--- config.mk ---
export PLATFORM = sky130hd
export DESIGN_NAME = fsc_core
export DESIGN_NICKNAME = d
export VERILOG_FILES = /design/src/include/fsc_pkg.sv /design/src/design/fsc_core.sv
export VERILOG_INCLUDE_DIRS = /design/src /design/src/include
export SDC_FILE = /design/constraint.sdc
export NUM_CORES = 1
export LEC_CHECK = 0
export BUFFER_PORTS_ARGS = -buffer_cell sky130_fd_sc_hd__buf_4
export CAP_MARGIN = 30
export CORE_MARGIN = 2
export CORE_UTILIZATION = 29
export CTS_CLUSTER_DIAMETER = 30
export DETAILED_ROUTE_END_ITERATION = 16
export PLACE_DENSITY = 0.42
export SLEW_MARGIN = 20
export SYNTH_ARGS = -nofsm -noshare
export SYNTH_HDL_FRONTEND = slang
export SYNTH_SLANG_ARGS = --single-unit
--- constraint.sdc ---
create_clock -name clk_i -period 6.7 [get_ports clk_i]
set_input_delay 0.335 -clock clk_i [delete_from_list [all_inputs] [get_ports clk_i]]
set_output_delay 0.335 -clock clk_i [all_outputs]
set_load 0.05 [all_outputs]
--- src/include/fsc_map.svh ---
// Constants of the frequency-scan control block: serial command codes,
// control-word bit positions, reset values and timing counts.
// Assumes inclusion by bare name from the design file.
`ifndef FSC_MAP_SVH
`define FSC_MAP_SVH

// ----------------------------------------
// Serial command codes (top nibble; the interval word uses the top two bits)
// ----------------------------------------
`define FSC_CMD_CTRL     4'h0
`define FSC_CMD_STEP_COUNT    4'h1
`define FSC_CMD_DF_LO    4'h2
`define FSC_CMD_DF_HI    4'h3
`define FSC_CMD_STEP_INTERVAL     2'h1
`define FSC_CMD_FS_LO    4'hC
`define FSC_CMD_FS_HI    4'hD

// ----------------------------------------
// Control word, interval word and frequency-step high word bits
// ----------------------------------------
`define FSC_B_DAC_EN     10
`define FSC_B_SINE       9
`define FSC_B_SQ_EN      8
`define FSC_B_EXT_INC    5
`define FSC_B_MARK_SEL   3
`define FSC_B_MARK_EN    2
`define FSC_B_STEP_INTERVAL_MODE  13
`define FSC_B_DF_NEG     11

// ----------------------------------------
// Reset values and counts
// ----------------------------------------
`define FSC_CTRL_RST     12'h000
`define FSC_STEP_COUNT_RST    12'h002
`define FSC_STEP_INTERVAL_RST     11'h002
`define FSC_MIDSCALE     10'h200
`define FSC_PULSE_LEN    3'h4
`define FSC_LAST_BIT     4'hF
`define FSC_MULT1_M1     9'h000
`define FSC_MULT5_M1     9'h004
`define FSC_MULT100_M1   9'h063
`define FSC_MULT500_M1   9'h1F3

`endif

--- src/include/fsc_pkg.sv ---
// Types of the frequency-scan control block.
// Assumes fsc_map.svh on the include path.
package fsc_pkg;

  // Scan sequencer states
  typedef enum logic [1:0] {
    FSC_IDLE = 2'b00,
    FSC_RUN  = 2'b01,
    FSC_DONE = 2'b10
  } fsc_state_t;

  // Everything the serial port programs
  typedef struct packed {
    logic [23:0] start_frequency;
    logic [22:0] frequency_step;
    logic        step_neg;
    logic [11:0] step_count;
    logic        step_interval_by_cycles;
    logic [1:0]  step_interval_mult;
    logic [10:0] step_interval;
    logic [11:0] control;
  } fsc_cfg_t;

  // Asynchronous pins, synchronised together
  typedef struct packed {
    logic trigger;
    logic abort;
    logic standby;
    logic sclk;
    logic frame_n;
    logic serial_data_in;
  } fsc_pins_t;

endpackage : fsc_pkg

--- src/design/fsc_core.sv ---
// Frequency-scan control: serial write port, scan sequencer, phase
// accumulator, waveform select, square and marker outputs.
// Assumes all pins arrive asynchronously to clk_i and the serial clock
// is slow enough (well under clk_i / 2) to be sampled.
//
// Contract
// - Trigger rising edge starts programmed scan
// - Every scan starts at start_frequency
// - Each step adds or subtracts frequency_step, step_count steps
// - Internal mode: hold step_interval, then advance
// - External mode: later trigger edges step
// - Abort rising edge resets, output midscale
// - Standby high freezes accumulator and output
// - Standby low resumes scan where stopped
// - waveform_select picks sine or triangle
// - square_wave_out is inverted converter MSB
// - Marker enabled by D2, kind by D3
// - Marker: end of scan or 4-clock pulse
// - Data captured on serial clock falling edge
// - MSB first: control, address, data
`timescale 1ns/1ps
`default_nettype none
`include "fsc_map.svh"

module fsc_core (
  // Clock and reset
  input  wire logic       clk_i,
  input  wire logic       rst_i,
  // Serial write port
  input  wire logic       serial_shift_clock_i,
  input  wire logic       frame_select_n_i,
  input  wire logic       serial_data_in_i,
  // Control pins
  input  wire logic       scan_trigger_pin_i,
  input  wire logic       scan_abort_pin_i,
  input  wire logic       power_save_pin_i,
  // Outputs
  output logic [9:0]      dac_data_o,
  output logic            converter_output_enable_o,
  output logic            square_wave_out_o,
  output logic            scan_marker_out_o,
  output logic            scan_active_o
);
  import fsc_pkg::*;

  // ----------------------------------------
  // Pin synchronisers
  // ----------------------------------------
  fsc_pins_t pins_raw;
  fsc_pins_t meta_q;
  fsc_pins_t sync_q;
  fsc_pins_t prev_q;
  // All pins through one synchroniser bank
  assign pins_raw = '{trigger: scan_trigger_pin_i, abort: scan_abort_pin_i,
                      standby: power_save_pin_i, sclk: serial_shift_clock_i,
                      frame_n: frame_select_n_i, serial_data_in: serial_data_in_i};
  // Two stages, then one more for edge finding
  always_ff @(posedge clk_i) begin
    if (rst_i) begin
      meta_q <= '0;
      sync_q <= '0;
      prev_q <= '0;
    end else begin
      meta_q <= pins_raw;
      sync_q <= meta_q;
      prev_q <= sync_q;
    end
  end

  logic trig_rise;
  logic abort_rise;
  logic sclk_fall;
  logic standby;
  // Edge strobes
  assign trig_rise  = sync_q.trigger & ~prev_q.trigger;
  assign abort_rise = sync_q.abort & ~prev_q.abort;
  assign sclk_fall  = ~sync_q.sclk & prev_q.sclk;
  assign standby    = sync_q.standby;

  // ----------------------------------------
  // Serial port and programmed settings
  // ----------------------------------------
  logic [15:0] shift_q, shift_d;
  logic [3:0]  bits_q, bits_d;
  fsc_cfg_t    cfg_q, cfg_d;
  logic [15:0] word;
  // Shift in MSB first; a word is taken only on its sixteenth bit
  always_comb begin
    shift_d = shift_q;
    bits_d  = bits_q;
    cfg_d   = cfg_q;
    word    = {shift_q[14:0], sync_q.serial_data_in};
    if (sync_q.frame_n) begin
      bits_d = 4'h0; // Frame high drops any partial word
    end else if (sclk_fall) begin
      shift_d = word;
      bits_d  = bits_q + 4'h1;
      if (bits_q == `FSC_LAST_BIT) begin
        if (word[15:14] == `FSC_CMD_STEP_INTERVAL) begin
          cfg_d.step_interval_by_cycles = ~word[`FSC_B_STEP_INTERVAL_MODE];
          cfg_d.step_interval_mult      = word[12:11];
          cfg_d.step_interval  = word[10:0];
        end else begin
          case (word[15:12])
            `FSC_CMD_CTRL:  cfg_d.control               = word[11:0];
            `FSC_CMD_STEP_COUNT: cfg_d.step_count            = word[11:0];
            `FSC_CMD_DF_LO: cfg_d.frequency_step[11:0]  = word[11:0];
            `FSC_CMD_DF_HI: begin
              cfg_d.frequency_step[22:12] = word[10:0];
              cfg_d.step_neg              = word[`FSC_B_DF_NEG];
            end
            `FSC_CMD_FS_LO: cfg_d.start_frequency[11:0]  = word[11:0];
            `FSC_CMD_FS_HI: cfg_d.start_frequency[23:12] = word[11:0];
            default: ; // Unused codes are ignored
          endcase
        end
      end
    end
  end

  always_ff @(posedge clk_i) begin
    if (rst_i) begin
      shift_q <= 16'h0000;
      bits_q  <= 4'h0;
      cfg_q   <= '{start_frequency: 24'h000000, frequency_step: 23'h000000,
                   step_neg: 1'b0, step_count: `FSC_STEP_COUNT_RST,
                   step_interval_by_cycles: 1'b0, step_interval_mult: 2'h0,
                   step_interval: `FSC_STEP_INTERVAL_RST, control: `FSC_CTRL_RST};
    end else begin
      shift_q <= shift_d;
      bits_q  <= bits_d;
      cfg_q   <= cfg_d;
    end
  end

  // ----------------------------------------
  // Scan sequencer and waveform path
  // ----------------------------------------
  fsc_state_t  state_q, state_d;
  logic [23:0] freq_q, freq_d;
  logic [11:0] left_q, left_d;
  logic [23:0] phase_q, phase_d;
  logic [8:0]  pre_q, pre_d;
  logic [10:0] ivl_q, ivl_d;
  logic [2:0]  pulse_q, pulse_d;
  logic [9:0]  dac_q, dac_d;
  logic        sq_q, sq_d;
  logic        mark_q, mark_d;
  logic [23:0] phase_next;
  logic [23:0] step_ext;
  logic [8:0]  mult_m1;
  logic        tick;
  logic        step;
  logic [8:0]  half_pos;
  logic [17:0] prod;
  logic [9:0]  amp;
  logic [9:0]  wave;

  assign phase_next = phase_q + freq_q;
  assign step_ext   = {1'b0, cfg_q.frequency_step};
  assign half_pos   = phase_q[22:14];
  // Parabolic half-wave stands in for the sine lookup: no table to load
  assign prod       = {9'h000, half_pos} * {9'h000, 9'h1FF - half_pos};
  assign amp        = {1'b0, prod[15:7]};
  // Base interval length in clocks, less one
  always_comb begin
    unique case (cfg_q.step_interval_mult)
      2'b00: mult_m1 = `FSC_MULT1_M1;
      2'b01: mult_m1 = `FSC_MULT5_M1;
      2'b10: mult_m1 = `FSC_MULT100_M1;
      2'b11: mult_m1 = `FSC_MULT500_M1;
    endcase
  end
  // Sequencer, interval timer, accumulator and marker pulse counter
  always_comb begin
    state_d = state_q;
    freq_d  = freq_q;
    left_d  = left_q;
    phase_d = (state_q != FSC_IDLE) ? phase_next : phase_q; // Idle keeps phase at zero
    pre_d   = pre_q;
    ivl_d   = ivl_q;
    pulse_d = (pulse_q != 3'h0) ? pulse_q - 3'h1 : 3'h0;
    step    = 1'b0;
    // Output-cycle mode ticks on accumulator wrap, else on the prescaler
    tick    = cfg_q.step_interval_by_cycles ? (phase_q[23] & ~phase_next[23]) : (pre_q == mult_m1);
    if (state_q == FSC_RUN) begin
      if (cfg_q.control[`FSC_B_EXT_INC]) begin
        step = trig_rise;
      end else begin
        pre_d = (pre_q == mult_m1) ? 9'h000 : pre_q + 9'h001;
        if (tick) begin
          ivl_d = ivl_q + 11'h001;
          if (ivl_d >= cfg_q.step_interval) begin
            ivl_d = 11'h000;
            step  = 1'b1;
          end
        end
      end
    end
    if (step) begin
      freq_d  = cfg_q.step_neg ? freq_q - step_ext : freq_q + step_ext;
      left_d  = left_q - 12'h001;
      pulse_d = `FSC_PULSE_LEN;
      if (left_q == 12'h001) begin
        state_d = FSC_DONE; // Last frequency keeps running
      end
    end
    // In RUN the edge steps (external) or is ignored (internal), never restarts
    if (trig_rise && (state_q != FSC_RUN)) begin
      state_d = (cfg_q.step_count == 12'h000) ? FSC_DONE : FSC_RUN;
      freq_d  = cfg_q.start_frequency;
      left_d  = cfg_q.step_count;
      phase_d = 24'h000000;
      pre_d   = 9'h000;
      ivl_d   = 11'h000;
      pulse_d = 3'h0;
    end
    if (abort_rise) begin
      state_d = FSC_IDLE;
      freq_d  = 24'h000000;
      left_d  = 12'h000;
      phase_d = 24'h000000;
      pre_d   = 9'h000;
      ivl_d   = 11'h000;
      pulse_d = 3'h0;
    end else if (standby) begin
      state_d = state_q; // Frozen in place, resumes on release
      freq_d  = freq_q;
      left_d  = left_q;
      phase_d = phase_q;
      pre_d   = pre_q;
      ivl_d   = ivl_q;
      pulse_d = pulse_q;
    end
  end
  // Converter word, square and marker from the chosen state
  always_comb begin
    if (cfg_q.control[`FSC_B_SINE]) begin
      wave = phase_q[23] ? `FSC_MIDSCALE - amp : `FSC_MIDSCALE + amp;
    end else begin
      wave = phase_q[23] ? ~phase_q[22:13] : phase_q[22:13];
    end
    dac_d = (state_d == FSC_IDLE) ? `FSC_MIDSCALE : wave;
    if (standby && !abort_rise) begin
      dac_d = dac_q; // Output holds its present value
    end
    sq_d = cfg_q.control[`FSC_B_SQ_EN] & ~dac_d[9];
    if (!cfg_q.control[`FSC_B_MARK_EN]) begin
      mark_d = 1'b0;
    end else if (cfg_q.control[`FSC_B_MARK_SEL]) begin
      mark_d = (state_d == FSC_DONE);
    end else begin
      mark_d = (pulse_d != 3'h0);
    end
  end

  always_ff @(posedge clk_i) begin
    if (rst_i) begin
      state_q <= FSC_IDLE;
      freq_q  <= 24'h000000;
      left_q  <= 12'h000;
      phase_q <= 24'h000000;
      pre_q   <= 9'h000;
      ivl_q   <= 11'h000;
      pulse_q <= 3'h0;
      dac_q   <= `FSC_MIDSCALE;
      sq_q    <= 1'b0;
      mark_q  <= 1'b0;
    end else begin
      state_q <= state_d;
      freq_q  <= freq_d;
      left_q  <= left_d;
      phase_q <= phase_d;
      pre_q   <= pre_d;
      ivl_q   <= ivl_d;
      pulse_q <= pulse_d;
      dac_q   <= dac_d;
      sq_q    <= sq_d;
      mark_q  <= mark_d;
    end
  end
  // Registered outputs, except scan_active_o, which is decoded from state_q
  assign dac_data_o                = dac_q;
  assign converter_output_enable_o = cfg_q.control[`FSC_B_DAC_EN];
  assign square_wave_out_o         = sq_q;
  assign scan_marker_out_o         = mark_q;
  assign scan_active_o             = (state_q == FSC_RUN);

endmodule : fsc_core
`default_nettype wire

==> reports/summary.log <==
INFO  place          place.gp.congestion=0.8047
INFO  cells_and_area synthToLayoutAreaGrowth=22.16%
INFO  cts            cts.sinks=211
INFO  cells_and_area share_of_layout_cells_above_drive_strength_1=0.1070
INFO  power_and_ir_drop power_switching=1.235mW
INFO  status         outcome=completed
INFO  floorplanning  die_w=224.1um
INFO  timing         timing_max_transition_violations_final=0
INFO  cts            cts_hold_buffers=5
INFO  cells_and_area finish.net_count=1971
INFO  floorplanning  fp.dieArea=50220um^2
INFO  setup_path     crit_path_max_fanout=13
INFO  setup_path     startpoint=phase_q[18]$_SDFFE_PP0P_
INFO  detailed_routing drt-pass1-iter-count=5
INFO  detailed_routing routed_wire_length_per_instance=15.79um
INFO  synthesis      postSynthAreaPerCell=7.831um^2
INFO  global_routing first_pass_grt_wire_length=64850um
INFO  synthesis      yosys_reg_bits=211
INFO  cells_and_area area_used_by_sequential_logic_in_the_layout=4224um^2
INFO  timing         max_freq=174.4MHz
INFO  global_routing antenna_found_initial=0
INFO  power_and_ir_drop vdd_drop_max=0.1955mV
INFO  setup_path     timing.critical_path.arrival=6.25ns
INFO  global_routing globalRouteTotalUtil=0.1607
INFO  floorplanning  initial_utilization=0.2942
INFO  cells_and_area multi_input_combinational_cell_area=8911um^2
INFO  timing         unrepaired_setup_endpoints_after_global_routing=no
INFO  cells_and_area fillerInstances=4967
INFO  synthesis      yosys_warnings=0
INFO  timing         report.final.setup_viol=0
INFO  cts            cts_htree_levels=3
INFO  power_and_ir_drop share_comb_of_total_power=0.086
INFO  setup_path     reg2reg_setup_slack=0.96ns
INFO  detailed_routing detail_route.iter0.violations=538
INFO  setup_path     r2r.worst_path.cells=19
INFO  power_and_ir_drop power.internal=3.818mW
INFO  power_and_ir_drop switching_share=0.2444
INFO  cts            cts_tree=yes
INFO  detailed_routing totalWireLength=39250um
INFO  floorplanning  top_level_ports=22
INFO  synthesis      syn_inst=1794
INFO  setup_path     type_of_element_launching_the_critical_path=flip-flop
INFO  cts            clk_pin_slew=0.04ns
INFO  cts            cts_root_buf=sky130_fd_sc_hd__clkbuf_16
INFO  power_and_ir_drop clockPowerShare=0.655
INFO  job            timing.max_cap.violations=0
INFO  power_and_ir_drop leakagePower=7.123nW
INFO  floorplanning  floorplan.die.height=224.1um
INFO  timing         hold_fails_final_rpt=0
INFO  setup_path     timing_worst_setup_path_type=reg2reg
INFO  global_routing globalRoute.totalOverflow=0
INFO  setup_path     critPathRequiredTime=7.21ns
INFO  worst_hold_path worst_hold_path.num_cells=2
INFO  cells_and_area insertedDiodeCount=0
INFO  timing         relative_slew_slack=0.4270
INFO  timing         setup_ws=0.9647ns
INFO  detailed_routing avgViaCountPerCell=4.868
INFO  synthesis      synth-main-ff-cell=sky130_fd_sc_hd__dfxtp_1
INFO  timing         setup_total_negative_slack=0ns
INFO  power_and_ir_drop reg_power_frac=0.259
INFO  setup_path     crit_end=dac_data_o[8]$_SDFFE_PP0N_
INFO  setup_path     timing.rr.end=dac_data_o[8]$_SDFFE_PP0N_
INFO  timing         max_slew.worst_pin.slew=0.8584ns
INFO  power_and_ir_drop total_power_density_per_cell_area=294.4nW/um^2
INFO  setup_path     worst_setup_path_end_kind=flip-flop
INFO  detailed_routing route.detailed.drc=0
INFO  synthesis      synth.net_count=1950
INFO  cts            post_cts.repair.setup_buffers=0
INFO  global_routing first_global_vias=12310
INFO  timing         worst_hold_slack=0.07490ns
INFO  detailed_routing drt.antenna.violating_nets=0
INFO  place          dpl_worst_slack=0.9896ns
INFO  timing         final_period_minus_worst_setup_slack=5.735ns
INFO  cts            number_of_cts_inserted_buffers=74
INFO  timing         skew=0.03173ns
INFO  floorplanning  rows=80
INFO  cts            ctsLongestPathBuffers=3
INFO  cts            worst_skew_pair_later_pin_latency=0.58ns
INFO  place          buffers_on_ports=21
INFO  setup_path     launching_point_of_the_worst_reg2reg_path=phase_q[18]$_SDFFE_PP0P_
INFO  synthesis      synth_largest_area_cell=sky130_fd_sc_hd__dfxtp_1
INFO  synthesis      synth_async_sr_flop_share=0
INFO  synthesis      synthesis.area=14050um^2
INFO  synthesis      synth_cell_type_count=85
INFO  detailed_routing num_vias=12100
INFO  worst_hold_path min-delay-path-class=in2reg
INFO  synthesis      ys_top_cells_by_area=sky130_fd_sc_hd__dfxtp_1 30%, sky130_fd_sc_hd__ha_1 9.5%, sky130_fd_sc_hd__nand2_1 7.7%, sky130_fd_sc_hd__a21oi_1 6.3%, sky130_fd_sc_hd__fa_1 5.8%
INFO  place          detailed_place_hpwl=27080um
INFO  synthesis      synth_seq_area_share=0.3007
INFO  synthesis      synthDominantCellAreaShare=0.3007
INFO  global_routing grt_start_max_net_pins=93
INFO  floorplanning  core_area=47750um^2
INFO  cells_and_area finalCoreUtilization=0.3594
INFO  cts            ctsResizeCount=0
INFO  timing         finalCritPeriodShare=0.8560
INFO  synthesis      synth_enable_flop_cells=0
Yosys cell counts, drive strengths merged, types with 5 or more instances:
master	count
xor2	27
or4	8
a2111oi	6
nor2	187
and3	21
nand3	28
nand2	288
nand2b	25
nor3	43
xnor2	66
nand4	12
mux2i	17
o21bai	8
o21a	12
nor4	7
a31oi	17
a21o	20
fa	41
o21ai	68
clkbuf	82
inv	115
or2	5
a311oi	7
ha	107
a22oi	19
buf	14
or3	6
a211oi	24
o211ai	9
a21oi	177
nor2b	36
a22o	6
dfxtp	211
and2	13
critical path: stages (launching register included):
cell and delay (ns):
sky130_fd_sc_hd__dfxtp_1 0.65, sky130_fd_sc_hd__clkinv_1 0.42, sky130_fd_sc_hd__ha_1 0.40, sky130_fd_sc_hd__inv_1 0.04, sky130_fd_sc_hd__ha_1 0.30, sky130_fd_sc_hd__fa_1 0.47, sky130_fd_sc_hd__fa_1 0.55, sky130_fd_sc_hd__inv_1 0.05
sky130_fd_sc_hd__fa_1 0.52, sky130_fd_sc_hd__inv_1 0.04, sky130_fd_sc_hd__ha_1 0.40, sky130_fd_sc_hd__nor3_1 0.22, sky130_fd_sc_hd__nor2_1 0.08, sky130_fd_sc_hd__and2_1 0.19, sky130_fd_sc_hd__a211oi_1 0.38, sky130_fd_sc_hd__o21bai_1 0.14
sky130_fd_sc_hd__xnor2_1 0.30, sky130_fd_sc_hd__o21ai_0 0.15, sky130_fd_sc_hd__o31a_1 0.31, sky130_fd_sc_hd__nor2_1 0.07
power groups by stage:
stage / Sequential, mW / Combinational (mW) / Clock [mW]
floorplan: 1.32 / 0.347 / 0
global placement: 1.33 / 0.432 / 0
detailed placement: 1.33 / 0.434 / 0
CTS: 1.31 / 0.439 / 3.38
global route: 1.31 / 0.496 / 3.47
finish: 1.31 / 0.435 / 3.31
logic make-up after synthesis:
family,share of synthesized area
xor+xnor,0.05798
fa+ha+maj,0.1537
mux,0.01452
simple gates,0.2216
compound gates,0.1855
flops,0.3007
buf+inv,0.06600
flip-flops by register name, indices dropped and copies added, names as in the netlist, 3 cells and up:
register,count
dac_data_o,10
pre_q,9
left_q,12
sync_q,5
freq_q,24
meta_q,6
shift_q,15
phase_q,24
ivl_q,11
pulse_q,3
cfg_q,79
bits_q,4
prev_q,3
worst min-delay path by stage:
stage,start,end,slack [ns]
after floorplan,meta_q[3]$_SDFF_PP0_,standby$_SDFF_PP0_,0.41
after global placement,meta_q[3]$_SDFF_PP0_,standby$_SDFF_PP0_,0.42
after detailed placement,meta_q[4]$_SDFF_PP0_,sync_q[4]$_SDFF_PP0_,0.43
after CTS,serial_shift_clock_i,meta_q[2]$_SDFF_PP0_,0.06
after global routing,serial_shift_clock_i,meta_q[2]$_SDFF_PP0_,0.07
final,serial_shift_clock_i,meta_q[2]$_SDFF_PP0_,0.07
metal layers:
layer | up-vias | part of all wire | GRT usage
met5 | - | 0 | 0
met4 | 0 | 0.021 | 0.06129
met3 | 57 | 0.037 | 0.02859
met2 | 179 | 0.47 | 0.2748
met1 | 5673 | 0.47 | 0.2008
li1 | 6189 | - | -
placed cells by master, fill, tap and decap left out, types with 8 or more instances in the layout:
master	netlist	routed
sky130_fd_sc_hd__clkbuf_16	0	75
sky130_fd_sc_hd__o21ai_0	66	66
sky130_fd_sc_hd__a21oi_1	176	176
sky130_fd_sc_hd__xnor2_1	66	66
sky130_fd_sc_hd__clkbuf_8	4	14
sky130_fd_sc_hd__a31oi_1	17	17
sky130_fd_sc_hd__nor2_1	186	186
sky130_fd_sc_hd__o21bai_1	8	8
sky130_fd_sc_hd__and2_1	12	12
sky130_fd_sc_hd__o211ai_1	9	9
sky130_fd_sc_hd__nand2_1	288	288
sky130_fd_sc_hd__xor2_1	27	27
sky130_fd_sc_hd__a211oi_1	22	22
sky130_fd_sc_hd__nor2b_1	36	36
sky130_fd_sc_hd__nand4_1	12	12
sky130_fd_sc_hd__buf_4	5	37
sky130_fd_sc_hd__nor3_1	42	42
sky130_fd_sc_hd__fa_1	41	41
sky130_fd_sc_hd__dfxtp_1	211	211
sky130_fd_sc_hd__a22oi_1	19	19
sky130_fd_sc_hd__ha_1	107	107
sky130_fd_sc_hd__clkinv_2	0	21
sky130_fd_sc_hd__a21o_1	20	20
sky130_fd_sc_hd__o21a_1	12	12
sky130_fd_sc_hd__mux2i_1	17	17
sky130_fd_sc_hd__and3_1	15	15
sky130_fd_sc_hd__inv_1	115	115
sky130_fd_sc_hd__nand3_1	28	28
sky130_fd_sc_hd__nand2b_1	25	24
final cells by class:
cell class / count / area share
Clock inverter: 35 / 0.02071
Tap cell: 615 / 0.04484
Clock buffer: 96 / 0.1221
Sequential cell: 211 / 0.2461
Multi-Input combinational cell: 1367 / 0.5192
Inverter: 117 / 0.02559
Timing Repair Buffer: 44 / 0.02136
metrics by stage:
stage / cell area (um^2) / std cells / power, mW
2_1_floorplan: 14050 / 1794 / 1.664
3_3_place_gp: 14610 / 2345 / 1.761
3_5_place_dp: 14630 / 2348 / 1.762
4_1_cts: 17130 / 2484 / 5.126
5_1_grt: 17160 / 2485 / 5.273
6_report: 17160 / 2485 / 5.052
(Power assumes the default switching activity.)
